==> config.mk <==
export PLATFORM = sky130hd
export DESIGN_NAME = uhrs_ctrl
export DESIGN_NICKNAME = d
export VERILOG_FILES = /design/src/uhrs_pkg.sv /design/src/uhrs_ctrl.sv
export VERILOG_INCLUDE_DIRS = /design/src
export SDC_FILE = /design/constraint.sdc
export NUM_CORES = 1
export LEC_CHECK = 0
export ABC_AREA = 0
export BUFFER_PORTS_ARGS = -buffer_cell sky130_fd_sc_hd__buf_2
export CAP_MARGIN = 10
export CORE_AREA = 4 4 86 68
export DETAILED_ROUTE_END_ITERATION = 8
export DIE_AREA = 0 0 90 72
export PLACE_DENSITY = 0.82
export SETUP_SLACK_MARGIN = 0.4
export SYNTH_ARGS = -nofsm -noshare
export SYNTH_HDL_FRONTEND = slang
export SYNTH_SLANG_ARGS = --single-unit
==> constraint.sdc <==
create_clock -name clk -period 1.8 [get_ports clk]
set_input_delay 0.36 -clock clk [delete_from_list [all_inputs] [get_ports clk]]
set_output_delay 0.36 -clock clk [all_outputs]
set_load 0.02 [all_outputs]
==> src/uhrs_regs.svh <==
`ifndef UHRS_REGS_SVH
`define UHRS_REGS_SVH

// register offsets in the i/o window
`define UHRS_STS_OFS 8'h02
`define UHRS_INTEN_OFS 8'h04

// status register field positions
`define UHRS_STS_DONE 0
`define UHRS_STS_TXERR 1
`define UHRS_STS_RESUME 2
`define UHRS_STS_BUSERR 3
`define UHRS_STS_PROCERR 4
`define UHRS_STS_HALTED 5
`define UHRS_STS_W 6

// interrupt enable field positions
`define UHRS_EN_TXERR 0
`define UHRS_EN_RESUME 1
`define UHRS_EN_DONE 2
`define UHRS_EN_SHORT 3
`define UHRS_EN_W 4

// reset values
`define UHRS_STS_RST 6'h00
`define UHRS_EN_RST 4'h0

// frame timing
`define UHRS_FRAME_TIME_US 1000
`define UHRS_CLK_KHZ 20000
`define UHRS_FRAME_CYCLES ((`UHRS_FRAME_TIME_US * `UHRS_CLK_KHZ) / 1000)

`endif

==> src/uhrs_pkg.sv <==
`default_nettype none
package uhrs_pkg;

  // run control states, one-hot
  typedef enum logic [2:0] {
    UHRS_STOPPED = 3'b001,
    UHRS_RUNNING = 3'b010,
    UHRS_DRAINING = 3'b100
  } uhrs_state_t;

  // whole state of the block
  typedef struct packed {
    uhrs_state_t st;
    logic [5:0] sts;
    logic ioc_src;
    logic short_src;
    logic [3:0] en;
    logic stop_req;
    logic [15:0] fcnt;
    logic frame_tick;
    logic sof_start;
    logic run_clr;
    logic sys_err;
    logic irq;
    logic [15:0] rdata;
  } uhrs_regs_t;

endpackage
`default_nettype wire

==> src/uhrs_ctrl.sv <==
`include "uhrs_regs.svh"
`default_nettype none

// Function
// normal stop finishes command, resets frame counter
// normal run restarts at frame start
// debug stop freezes frame counter, keeps status
// debug run clears run per fetch, steps
// frame index writable only while run clear
// status bits cleared by writing one
// halted flag set once really stopped
// consistency failure sets bit 4, stops, errors
// bus abort sets bit 3, stops, errors
// resume sets bit 2 only in suspend
// transaction error sets bit 1, maybe 0
// completion with interrupt flag sets bit 0
// enabled short packet also sets bit 0
// enabled active source raises host interrupt
// process error always raises host interrupt
// disabled sources still set status flags
// enable bits short, complete, resume, error
// software changes debug bit only when halted
// global suspend stops transactions, resume detected
// flags stay set; zero writes ignored
module uhrs_ctrl
  import uhrs_pkg::*;
#(
  parameter int FRAME_CYCLES = `UHRS_FRAME_CYCLES
) (
  // clock and reset
  input wire logic clk,
  input wire logic rst,
  // i/o register port
  input wire logic [7:0] io_addr,
  input wire logic io_wr,
  input wire logic io_rd,
  input wire logic [1:0] io_be,
  input wire logic [15:0] io_wdata,
  output logic [15:0] io_rdata,
  // command register bits
  input wire logic cmd_run,
  input wire logic single_step_debug_bit,
  input wire logic global_suspend_bit,
  output logic run_clr,
  // schedule engine events
  input wire logic eng_busy,
  input wire logic td_fetch,
  input wire logic td_done,
  input wire logic td_ioc,
  input wire logic td_err,
  input wire logic td_short,
  input wire logic td_spd,
  input wire logic resume_det,
  input wire logic check_fail,
  input wire logic bus_abort,
  // schedule and frame control
  output logic exec_en,
  output logic sof_start,
  output logic frame_tick,
  output logic frame_index_wr_ok,
  // system side
  output logic host_irq,
  output logic sys_err
);

  uhrs_regs_t s_r;
  uhrs_regs_t s_nxt;

  localparam logic [15:0] FRAME_LAST = 16'(FRAME_CYCLES - 1);

  // byte-enable mask for a 16-bit write
  function automatic logic [15:0] be_mask(input logic [1:0] be);
    be_mask = {{8{be[1]}}, {8{be[0]}}};
  endfunction

  // true when the access hits the given register offset
  function automatic logic addr_is(input logic [7:0] a,
    input logic [7:0] ofs);
    addr_is = (a == ofs);
  endfunction

  // sticky flag update, a set in the clearing cycle wins
  function automatic logic [5:0] sts_update(input logic [5:0] cur,
    input logic [5:0] clr, input logic [5:0] set);
    sts_update = (cur & ~clr) | set;
  endfunction

  // host interrupt from flags, completion causes and enables
  function automatic logic irq_calc(input logic [5:0] sts,
    input logic interrupt_on_complete_flag, input logic shrt, input logic [3:0] en);
    logic txerr_irq;
    logic resume_irq;
    logic ioc_irq;
    logic short_irq;
    logic fatal_any;
    txerr_irq = sts[`UHRS_STS_TXERR] && en[`UHRS_EN_TXERR];
    resume_irq = sts[`UHRS_STS_RESUME] && en[`UHRS_EN_RESUME];
    ioc_irq = interrupt_on_complete_flag && en[`UHRS_EN_DONE];
    short_irq = shrt && en[`UHRS_EN_SHORT];
    // fatal errors ignore the enables
    fatal_any = sts[`UHRS_STS_PROCERR] || sts[`UHRS_STS_BUSERR];
    irq_calc = txerr_irq || resume_irq || ioc_irq || short_irq
      || fatal_any;
  endfunction

  // read word of a register, reserved bits as zero
  function automatic logic [15:0] read_word(input logic [7:0] a,
    input logic [5:0] sts, input logic [3:0] en);
    read_word = 16'h0000;
    if (addr_is(a, `UHRS_STS_OFS)) begin
      read_word = {10'h000, sts};
    end
    if (addr_is(a, `UHRS_INTEN_OFS)) begin
      read_word = {12'h000, en};
    end
  endfunction

  // outputs straight from state
  assign io_rdata = s_r.rdata;
  assign run_clr = s_r.run_clr;
  assign sof_start = s_r.sof_start;
  assign frame_tick = s_r.frame_tick;
  assign sys_err = s_r.sys_err;
  assign host_irq = s_r.irq;
  // no new transactions while draining, stopped or suspended
  assign exec_en = (s_r.st == UHRS_RUNNING) && !global_suspend_bit;
  assign frame_index_wr_ok = !cmd_run;

  // next-state logic
  always_comb begin
    logic [15:0] wmask;
    logic [5:0] set_v;
    logic [5:0] clr_v;
    logic done_ioc;
    logic done_short;
    logic fatal;
    logic go;
    logic wr_sts;
    logic wr_en;
    wmask = 16'h0000;
    set_v = 6'h00;
    clr_v = 6'h00;
    done_ioc = 1'b0;
    done_short = 1'b0;
    fatal = 1'b0;
    go = 1'b0;
    wr_sts = 1'b0;
    wr_en = 1'b0;
    s_nxt = s_r;
    s_nxt.sof_start = 1'b0;
    s_nxt.frame_tick = 1'b0;
    s_nxt.run_clr = 1'b0;
    s_nxt.sys_err = 1'b0;

    // register write decode
    wmask = io_wdata & be_mask(io_be);
    wr_sts = io_wr && addr_is(io_addr, `UHRS_STS_OFS);
    wr_en = io_wr && addr_is(io_addr, `UHRS_INTEN_OFS);
    if (wr_sts) begin
      clr_v = wmask[5:0];
    end
    if (wr_en) begin
      if (io_be[0]) begin
        s_nxt.en = io_wdata[3:0];
      end
    end

    // event sources, set whatever the enables say
    done_ioc = td_done && td_ioc;
    done_short = td_done && td_spd && td_short;
    fatal = check_fail || bus_abort;
    if (check_fail) begin
      set_v[`UHRS_STS_PROCERR] = 1'b1;
    end
    if (bus_abort) begin
      set_v[`UHRS_STS_BUSERR] = 1'b1;
    end
    if (resume_det && global_suspend_bit) begin
      set_v[`UHRS_STS_RESUME] = 1'b1;
    end
    if (td_done && td_err) begin
      set_v[`UHRS_STS_TXERR] = 1'b1;
    end
    if (done_ioc || done_short) begin
      set_v[`UHRS_STS_DONE] = 1'b1;
    end
    if (fatal) begin
      s_nxt.run_clr = 1'b1;
      s_nxt.stop_req = 1'b1;
      s_nxt.sys_err = 1'b1;
    end

    // run control state machine
    go = cmd_run && !s_r.stop_req && !global_suspend_bit;
    case (s_r.st)
      UHRS_STOPPED: begin
        s_nxt.stop_req = s_r.stop_req && cmd_run && !fatal ? 1'b1 : fatal;
        if (!single_step_debug_bit) begin
          s_nxt.fcnt = 16'h0000;
        end
        if (go && !fatal) begin
          s_nxt.st = UHRS_RUNNING;
          // normal mode restarts on a frame boundary
          s_nxt.sof_start = !single_step_debug_bit;
        end
      end
      UHRS_RUNNING: begin
        // single step: give the run bit back at each fetch
        if (single_step_debug_bit && td_fetch) begin
          s_nxt.run_clr = 1'b1;
          s_nxt.stop_req = 1'b1;
        end
        if (!cmd_run || s_nxt.stop_req || global_suspend_bit) begin
          s_nxt.st = UHRS_DRAINING;
        end
      end
      UHRS_DRAINING: begin
        // let the command in progress finish
        if (!eng_busy) begin
          s_nxt.st = UHRS_STOPPED;
          s_nxt.stop_req = (s_r.stop_req && cmd_run) || fatal;
          set_v[`UHRS_STS_HALTED] = 1'b1;
          if (!single_step_debug_bit) begin
            s_nxt.fcnt = 16'h0000;
          end
        end
      end
      default: begin
        s_nxt.st = UHRS_STOPPED;
      end
    endcase

    // frame timer runs only while schedule is active
    if (s_r.st != UHRS_STOPPED && s_nxt.st != UHRS_STOPPED) begin
      if (s_r.fcnt >= FRAME_LAST) begin
        s_nxt.fcnt = 16'h0000;
        s_nxt.frame_tick = 1'b1;
      end else begin
        s_nxt.fcnt = s_r.fcnt + 16'h0001;
      end
    end
    // debug stop leaves the frame counter frozen
    if (s_r.st == UHRS_STOPPED && single_step_debug_bit) begin
      s_nxt.fcnt = s_r.fcnt;
    end

    // sticky flags, a set in the clearing cycle wins
    s_nxt.sts = sts_update(s_r.sts, clr_v, set_v);
    if (clr_v[`UHRS_STS_DONE]) begin
      s_nxt.ioc_src = 1'b0;
      s_nxt.short_src = 1'b0;
    end
    if (done_ioc) begin
      s_nxt.ioc_src = 1'b1;
    end
    if (done_short) begin
      s_nxt.short_src = 1'b1;
    end

    // interrupt from flags gated by enables
    s_nxt.irq = irq_calc(s_nxt.sts, s_nxt.ioc_src, s_nxt.short_src,
      s_nxt.en);

    // read data, reserved bits as zero
    if (io_rd) begin
      s_nxt.rdata = read_word(io_addr, s_r.sts, s_r.en);
    end
  end

  // state register
  always_ff @(posedge clk) begin
    if (rst) begin
      s_r.st <= UHRS_STOPPED;
      s_r.sts <= `UHRS_STS_RST;
      s_r.ioc_src <= 1'b0;
      s_r.short_src <= 1'b0;
      s_r.en <= `UHRS_EN_RST;
      s_r.stop_req <= 1'b0;
      s_r.fcnt <= 16'h0000;
      s_r.frame_tick <= 1'b0;
      s_r.sof_start <= 1'b0;
      s_r.run_clr <= 1'b0;
      s_r.sys_err <= 1'b0;
      s_r.irq <= 1'b0;
      s_r.rdata <= 16'h0000;
    end else begin
      s_r <= s_nxt;
    end
  end

endmodule
`default_nettype wire

==> run_results.csv, run 1 <==
group,metric,value,unit
worst_hold_path,hp-class,"input port to register",
timing,setup_viol,0,
timing,hold_violations,0,
power,ir_drop,0.401,mV
layout,antennaDiodeCount,0,
synthesis,ys_async_sr_fraction,0,
power,power,1.94,mW
grt,grt_pass1_vias,1948,
detailed_routing,drc,0,
cts,cts-htree-levels,2,
power,p_leak,1.21,nW
place,gp_congestion,0.851,
detailed_routing,routedWlPerCell,15.6,um
timing,grt_setup_unrepaired,"yes",
timing,slew_viol_final,0,
critical_path,slowest_stage,"or3_4",
synthesis,avgSynthCellArea,8.62,um^2
timing,finalCritPeriodShare,0.960,
synthesis,synthMuxAreaShare,0.0181,
timing,hold_ws,0.313,ns
floorplanning,die_h,72,um
critical_path,crit_type,"register to register",
synthesis,ys_seq_elements,43,
cts,cts_tree,"built",
synthesis,yosysTopAreaCellShare,0.389,
critical_path,ff2ff_setup_slack,0.07,ns
critical_path,max_stage_delay,0.40,ns
cts,clock_sinks,43,
synthesis,synth_top_area_cell,"dfxtp_1",
critical_path,path_cells,"buf_4 > nand2b_4 > a21o_4 > or3_4 > or3_4 > a21oi_2",
place,placed_cells,358,
critical_path,startpoint_type,"register",
synthesis,yosysWarnings,0,
layout,final_layout_size_suffix_gt1_frac,0.421,
timing,period_minus_slack,1.73,ns
grt,grt_usage,0.172,
grt,overflow,0,
grt,grt_max_degree,24,
cts,hold_buffers,0,
synthesis,synth_area_leaders,"dfxtp_1 (39%), buf_4 (5.8%), a21oi_1 (5.2%)",
detailed_routing,vias_per_cell,5.67,
place,dp_hpwl,3820,um
floorplanning,rows,23,
grt,grt_antenna_before_repair,0,
detailed_routing,ant_nets,0,
synthesis,yosysMostFrequentCell,"dfxtp_1",
floorplanning,start_util,0.435,
cts,cts-root-buf,"clkbuf_8",
detailed_routing,wl,6000,um
timing,finalClockSkew,0.00596,ns
synthesis,synth_simple_gate_area_frac,0.271,
synthesis,synth_compound_area_frac,0.217,
place,port_buffers,44,
synthesis,synth_flop_cell,"dfxtp_1",
detailed_routing,firstDrtPassIters,4,
detailed_routing,initialDrtViolationCount,95,
critical_path,end_kind,"register",
synthesis,synth-xor-area-share,0,
synthesis,syn-cell-area,0.00221,mm^2
synthesis,synth_top_family_by_area,"simple AND/OR/NAND/NOR gates",
timing,max_freq,579,MHz
synthesis,synth_cells,257,
critical_path,required,2.04,ns
floorplanning,io_pins,66,
layout,area_growth,36.5,%
cts,clk_pin_slew_worst_paths,0.09,ns
critical_path,cp.arrival,1.96,ns
synthesis,post_synth_num_cell_types,54,
detailed_routing,vias,2184,
cts,clk_path_buf_depth,2,
floorplanning,coreArea,0.00509,mm^2
run_status,status,"finished, final reports clean",
layout,nNetsFinal,366,
synthesis,synth_edf_count,0,
synthesis,synthAdderAreaFrac,0.00565,
timing,fin_setup_tns,0,ns
synthesis,ys_top_cells_by_count,"dfxtp_1 (43), a21oi_1 (23), nor2_1 (18)",
cts,numCtsBuffers,5,
floorplanning,die_w,90,um
power,power_density,643,mW/mm^2
grt,grt_pass1_wl,9200,um
critical_path,cp_max_fo,4,
cts,clk_latency,0.30,ns
critical_path,crit_top_cell,"or3_4",
synthesis,synth_seq_area_share,0.389,
job,maxCapViolCount,0,
floorplanning,dieArea,0.00648,mm^2
layout,fin_cells,385,
## state kept, by name (all words and copies together) (netlist names)
signal / count
host_irq: 1
run_clr: 1
sys_err: 1
frame_tick: 1
sof_start: 1
io_rdata: 6
s_r: 32
## cell families after synthesis
logic type,after synthesis
adder cells (fa/ha/maj),1
multiplexers,4
other,1
buffers and inverters,36
flip-flops,43
AO/OA/AOI/OAI,71
AND/OR/NAND/NOR,101
## layout make-up
| type | count | area [um^2] |
|---|---|---|
| multi-input combinational | 187 | 1400 |
| tap | 62 | 77.6 |
| clock inverter | 3 | 43.8 |
| fill | 418 | 2070 |
| timing repair buffer | 77 | 520 |
| inverter | 8 | 30.0 |
| sequential | 43 | 881 |
| clock buffer | 5 | 68.8 |
## stage by stage
stage	worst slack [ns]	instance area (um^2)	util
after detailed placement	-0.0497	2540	0.499
final	0.0726	3020	0.593
after global routing	0.0289	3020	0.593
after floorplan	0.149	2330	-
after CTS	0.137	2830	0.556
after global placement	-0.00580	2540	0.499
## metal layers
layer,up-vias,GRT usage,routed length [um]
met1,1048,0.233,2750
met3,14,0.0435,343
met5,-,0,0
li1,1052,-,-
met4,0,0.0611,149
met2,70,0.269,2760
## critical path: cells and delay by family, from the launching register on
kind	cells	cell delay (ns)
DFF	1	0.36
AOI/OAI and AO/OA	2	0.37
and+or+nand+nor	3	0.82
buffers and inverters	1	0.11
## where the power goes
part	total (mW)	leakage, nW	switching, mW	internal [mW]
sequential	0.973	0.354	0.0109	0.962
clock	0.765	0.0581	0.352	0.413
combinational	0.205	0.794	0.120	0.0852
total	1.94	1.21	0.482	1.46
## path summary, 6_finish.rpt
path              start       to  cells after the start
max             s_r[51]  s_r[25]                      6
min          check_fail  s_r[48]                      3
max reg2reg     s_r[51]  s_r[25]                      6
min reg2reg     s_r[49]  s_r[49]                      2
## repair_timing
action,4_1_cts,5_1_grt
buffers inserted,13,5
endpoints found under the setup margin,18,22
gates resized for setup,16,33
pin swaps,17,20
cloned,0,1
## cells in the final DEF, fill, tap and decap left out, drive strengths merged, types with 2 or more instances in the layout
cell and n:
o31a 2, nor2b 3, buf 77, and2 4, and3 4, a21o 3
nand2 15, a211oi 4, nand4 9, nand2b 10, conb 10, inv 8
a31oi 3, o211ai 2, a22oi 3, nor3 6, nand3b 2, o22ai 2
nor2 18, a41oi 3, a21boi 2, clkinv 2, mux2i 4, o21ai 8
dfxtp 43, nor4 6, o21a 2, or3 4, a22o 4, a21oi 24
nand3 16, a311oi 6, clkbuf 5
Note: power is estimated with default switching activity, not from simulation.
==> run 2, diff against run 1 <==
- CORE_AREA: 4 4 86 68 -> 4 4 82 65
- DIE_AREA: 0 0 90 72 -> 0 0 86 69
- PLACE_DENSITY: 0.82 -> 0.85
- clock period: 1.8 -> 1.82 ns (I/O delays scaled with it)
==> run_results.csv, run 2 (synthesis gave the netlist of run 1 again) <==
group,metric,value,unit
detailed_routing,drc,0,
critical_path,crit_end,"s_r[25]",
worst_hold_path,hp-class,"input port to register",
power,power,1.75,mW
layout,fin_cells,376,
critical_path,crit_type,"register to register",
grt,grt_pass1_wl,9520,um
timing,period_minus_slack,1.76,ns
layout,fin_util,0.654,
critical_path,cp.arrival,1.99,ns
timing,slew_viol_final,0,
power,power_frac_seq,0.551,
cts,clk_pin_slew_worst_paths,0.08,ns
floorplanning,die_w,86,um
grt,grt_pass1_vias,2071,
critical_path,cp_max_fo,4,
layout,nNetsFinal,362,
layout,antennaDiodeCount,0,
power,switching_power,0.452,mW
layout,final_cell_area,0.00290,mm^2
layout,largest_reg_flops,32,
grt,grt_antenna_before_repair,0,
critical_path,startpoint_type,"register",
critical_path,required,2.05,ns
grt,grt_usage,0.194,
cts,clk_latency,0.30,ns
power,p_comb_frac,0.109,
power,power_density,602,mW/mm^2
timing,grt_setup_unrepaired,"yes",
cts,clk_path_buf_depth,2,
detailed_routing,firstDrtPassIters,5,
run_status,status,"finished, final reports clean",
floorplanning,dieArea,0.00593,mm^2
detailed_routing,wl,6200,um
timing,max_freq,569,MHz
critical_path,path_cells,"nand3b_1 > a21o_1 > or3_4 > or3_4 > a21oi_2",
floorplanning,die_h,69,um
critical_path,max_stage_delay,0.40,ns
power,p_leak,1.16,nW
layout,top_register,"s_r",
floorplanning,start_util,0.499,
critical_path,end_kind,"register",
timing,fin_setup_tns,0,ns
worst_hold_path,worstHoldStart,"single_step_debug_bit",
place,gp_congestion,0.852,
critical_path,ff2ff_setup_slack,0.06,ns
floorplanning,coreArea,0.00444,mm^2
layout,final_layout_size_suffix_gt1_frac,0.392,
place,dpl_cell_area,0.00252,mm^2
place,pre_cts_slack,-0.0371,ns
power,p_sw_frac,0.259,
critical_path,worst_r2r_path_depth,5,
place,dp_hpwl,3840,um
detailed_routing,initialDrtViolationCount,194,
place,port_buffers,44,
detailed_routing,vias,2203,
cts,cts-root-buf,"clkbuf_8",
cts,clock_sinks,43,
power,p_clk_frac,0.340,
cts,numCtsBuffers,5,
timing,finalClockSkew,0.00636,ns
critical_path,crit_top_cell,"or3_4",
grt,overflow,0,
grt,grt_max_degree,23,
job,maxCapViolCount,0,
power,internal_power,1.30,mW
critical_path,rr_endpoint,"s_r[25]",
detailed_routing,routedWlPerCell,16.5,um
floorplanning,rows,21,
cts,cts-htree-levels,2,
timing,finalCritPeriodShare,0.966,
critical_path,reg2reg_from,"s_r[51]",
detailed_routing,ant_nets,0,
floorplanning,io_pins,66,
critical_path,cp-startpoint,"s_r[51]",
detailed_routing,vias_per_cell,5.86,
timing,hold_ws,0.317,ns
layout,final_common_cell,"buf_2",
layout,layout_common_cells,"buf_2 (41), dfxtp_1 (35), buf_4 (20)",
cts,cts_tree,"built",
timing,hold_violations,0,
critical_path,slowest_stage,"or3_4",
timing,setup_viol,0,
place,placed_cells,351,
layout,area_growth,31.1,%
timing,fin_ws,0.0616,ns
power,ir_drop,0.357,mV
-- run 2: power by group through the flow --
stage	logic, mW	clock network, mW	registers, mW
floorplan	0.107	0	0.990
global placement	0.166	0	0.986
detailed placement	0.169	0	0.987
CTS	0.174	0.608	0.964
global route	0.206	0.638	0.963
finish	0.191	0.595	0.962
-- run 2: area by class of cell --
cell class	instances	area, um^2
fill	341	1540
multi-input combinational	187	1350
sequential	43	881
inverter	8	30.0
timing repair buffer	73	490
clock buffer	6	72.6
clock inverter	2	12.5
tap	57	71.3
-- run 2: critical path, delay by kind of cell, from the launching register on --
kind            cells  cell delay (ns)
flops               1             0.36
simple gates        3             0.97
compound gates      2             0.36
-- run 2: worst min-delay path by stage --
stage / cells past startpoint / slack, ns / end
3_5_place_dp: 2 / 0.46 / s_r[49]
4_1_cts: 2 / 0.30 / sof_start
3_3_place_gp: 2 / 0.45 / s_r[49]
6_report: 2 / 0.32 / sof_start
5_1_grt: 3 / 0.32 / s_r[48]
2_1_floorplan: 2 / 0.44 / s_r[49]
-- run 2: repair_timing --
| item | CTS | global route |
|---|---|---|
| pin swaps | 6 | 16 |
| buffers inserted | 12 | 5 |
| hold buffers | 0 | 0 |
| resized for setup | 9 | 35 |
| hold endpoints to repair | 0 | 0 |
| setup endpoints to repair | 17 | 19 |
-- run 2: routing by layer --
metal  wire (um)  vias to the layer above  share of wire  global-route usage
met5           0                        -              0                   0
met4         165                        0          0.027              0.0861
met3         439                       15          0.071              0.0405
met2        2990                       89           0.48               0.309
met1        2610                     1055           0.42               0.251
li1            -                     1044              -                   -
==> run 3, diff against run 2 <==
- clock period: 1.82 -> 2 ns (I/O delays scaled with it)
==> run_results.csv, run 3 (synthesis gave the netlist of run 1 again) <==
group,metric,value,unit
layout,nNetsFinal,350,
run_status,status,"finished, final reports clean",
detailed_routing,wl,5500,um
critical_path,crit_type,"register to register",
floorplanning,die_w,86,um
cts,clock_sinks,43,
grt,grt_pass1_wl,8400,um
detailed_routing,drc,0,
timing,slew_viol_final,0,
critical_path,crit_end,"s_r[25]",
power,p_sw_frac,0.229,
layout,final_common_cell,"buf_2",
power,power_frac_seq,0.506,
timing,setup_viol,0,
floorplanning,coreArea,0.00444,mm^2
layout,final_cell_area,0.00274,mm^2
detailed_routing,vias_per_cell,5.67,
detailed_routing,ant_nets,0,
layout,multiInputGateArea,0.00128,mm^2
layout,fillers,360,
timing,hold_violations,0,
critical_path,cp_max_fo,7,
critical_path,ff2ff_setup_slack,0.28,ns
critical_path,startpoint_type,"register",
floorplanning,die_h,69,um
floorplanning,io_pins,66,
critical_path,required,2.23,ns
grt,overflow,0,
power,switching_power,0.395,mW
timing,period_minus_slack,1.72,ns
floorplanning,start_util,0.499,
layout,layout_common_cells,"buf_2 (44), dfxtp_1 (35), a21oi_1 (22)",
timing,max_freq,582,MHz
timing,fin_setup_tns,0,ns
critical_path,worst_r2r_path_depth,5,
detailed_routing,firstDrtPassIters,4,
cts,clk_pin_slew_worst_paths,0.08,ns
worst_hold_path,hp-class,"input port to register",
power,power_density,629,mW/mm^2
cts,hold_buffers,0,
layout,final_layout_size_suffix_gt1_frac,0.329,
floorplanning,rows,21,
timing,grt_setup_unrepaired,"yes",
detailed_routing,initialDrtViolationCount,134,
cts,numCtsBuffers,5,
grt,grt_usage,0.175,
layout,area_growth,23.7,%
timing,finalClockSkew,0.00838,ns
cts,clk_latency,0.30,ns
grt,grt_antenna_before_repair,0,
critical_path,reg2reg_from,"s_r[26]",
floorplanning,dieArea,0.00593,mm^2
timing,finalCritPeriodShare,0.859,
cts,cts_tree,"built",
place,dpl_cell_area,0.00244,mm^2
grt,grt_pass1_vias,1855,
critical_path,end_kind,"register",
power,p_comb_frac,0.094,
power,internal_power,1.33,mW
layout,antennaDiodeCount,0,
grt,grt_max_degree,27,
layout,largest_reg_flops,32,
power,p_leak,1.08,nW
timing,hold_ws,0.347,ns
place,dp_hpwl,3730,um
cts,clk_path_buf_depth,2,
critical_path,cp-startpoint,"s_r[26]",
detailed_routing,routedWlPerCell,15.1,um
power,p_clk_frac,0.400,
critical_path,rr_endpoint,"s_r[25]",
power,ir_drop,0.696,mV
place,port_buffers,44,
job,maxCapViolCount,0,
layout,regArea,883,um^2
layout,top_register,"s_r",
cts,cts-htree-levels,2,
cts,cts-root-buf,"clkbuf_8",
place,gp_congestion,0.817,
detailed_routing,vias,2063,
critical_path,cp.arrival,1.95,ns
-- run 3: worst min path at each step --
stage	cells past startpoint	from	slack, ns	to
after global routing	2	single_step_debug_bit	0.35	sof_start
after floorplan	2	s_r[49]	0.44	s_r[49]
final	2	single_step_debug_bit	0.35	sof_start
after global placement	2	s_r[49]	0.45	s_r[49]
after CTS	2	single_step_debug_bit	0.33	sof_start
after detailed placement	2	s_r[49]	0.45	s_r[49]
-- run 3: cell type report --
class / instances / share of cell area
sequential: 43 / 0.322
clock buffer: 6 / 0.0301
tap: 57 / 0.0260
inverter: 8 / 0.0110
clock inverter: 2 / 0.0128
multi-input combinational: 187 / 0.468
timing repair buffer: 61 / 0.130
-- run 3: critical path, stage by stage, from the launching register on --
cell     delay, ns
dfxtp_4       0.38
nor4_4        0.30
a21oi_2       0.13
or3_4         0.37
or3_4         0.38
a21oi_2       0.11
-- run 3: metrics by stage --
| step | worst slack (ns) | total power, mW | cells | util |
|---|---|---|---|---|
| final | 0.282 | 1.72 | 364 | 0.617 |
| after global routing | 0.196 | 1.79 | 364 | 0.617 |
| after CTS | 0.328 | 1.74 | 358 | 0.586 |
| after detailed placement | 0.0783 | 1.05 | 348 | 0.549 |
| after global placement | 0.144 | 1.05 | 348 | 0.549 |
| after floorplan | 0.309 | 0.996 | 266 | - |
-- run 3: power by group through the flow --
stage	registers [mW]	logic (mW)	clock network, mW
6_report	0.872	0.162	0.690
4_1_cts	0.878	0.152	0.707
5_1_grt	0.874	0.176	0.738
3_3_place_gp	0.898	0.147	0
2_1_floorplan	0.902	0.0943	0
3_5_place_dp	0.899	0.150	0
-- run 3: timing repair --
action | in CTS | in global routing
endpoints found under the hold margin | 0 | 0
pin swaps | 3 | 13
setup endpoints to repair | 13 | 15
setup buffers | 2 | 6
resized for setup | 10 | 21
cloned | 0 | 0
-- run 3: per-layer routing --
metal / routed length [um] / GRT usage / vias to the layer above
met1: 2410 / 0.242 / 950
met4: 112 / 0.0668 / 0
li1: - / - / 1020
met5: 0 / 0 / -
met3: 490 / 0.0452 / 8
met2: 2490 / 0.257 / 85
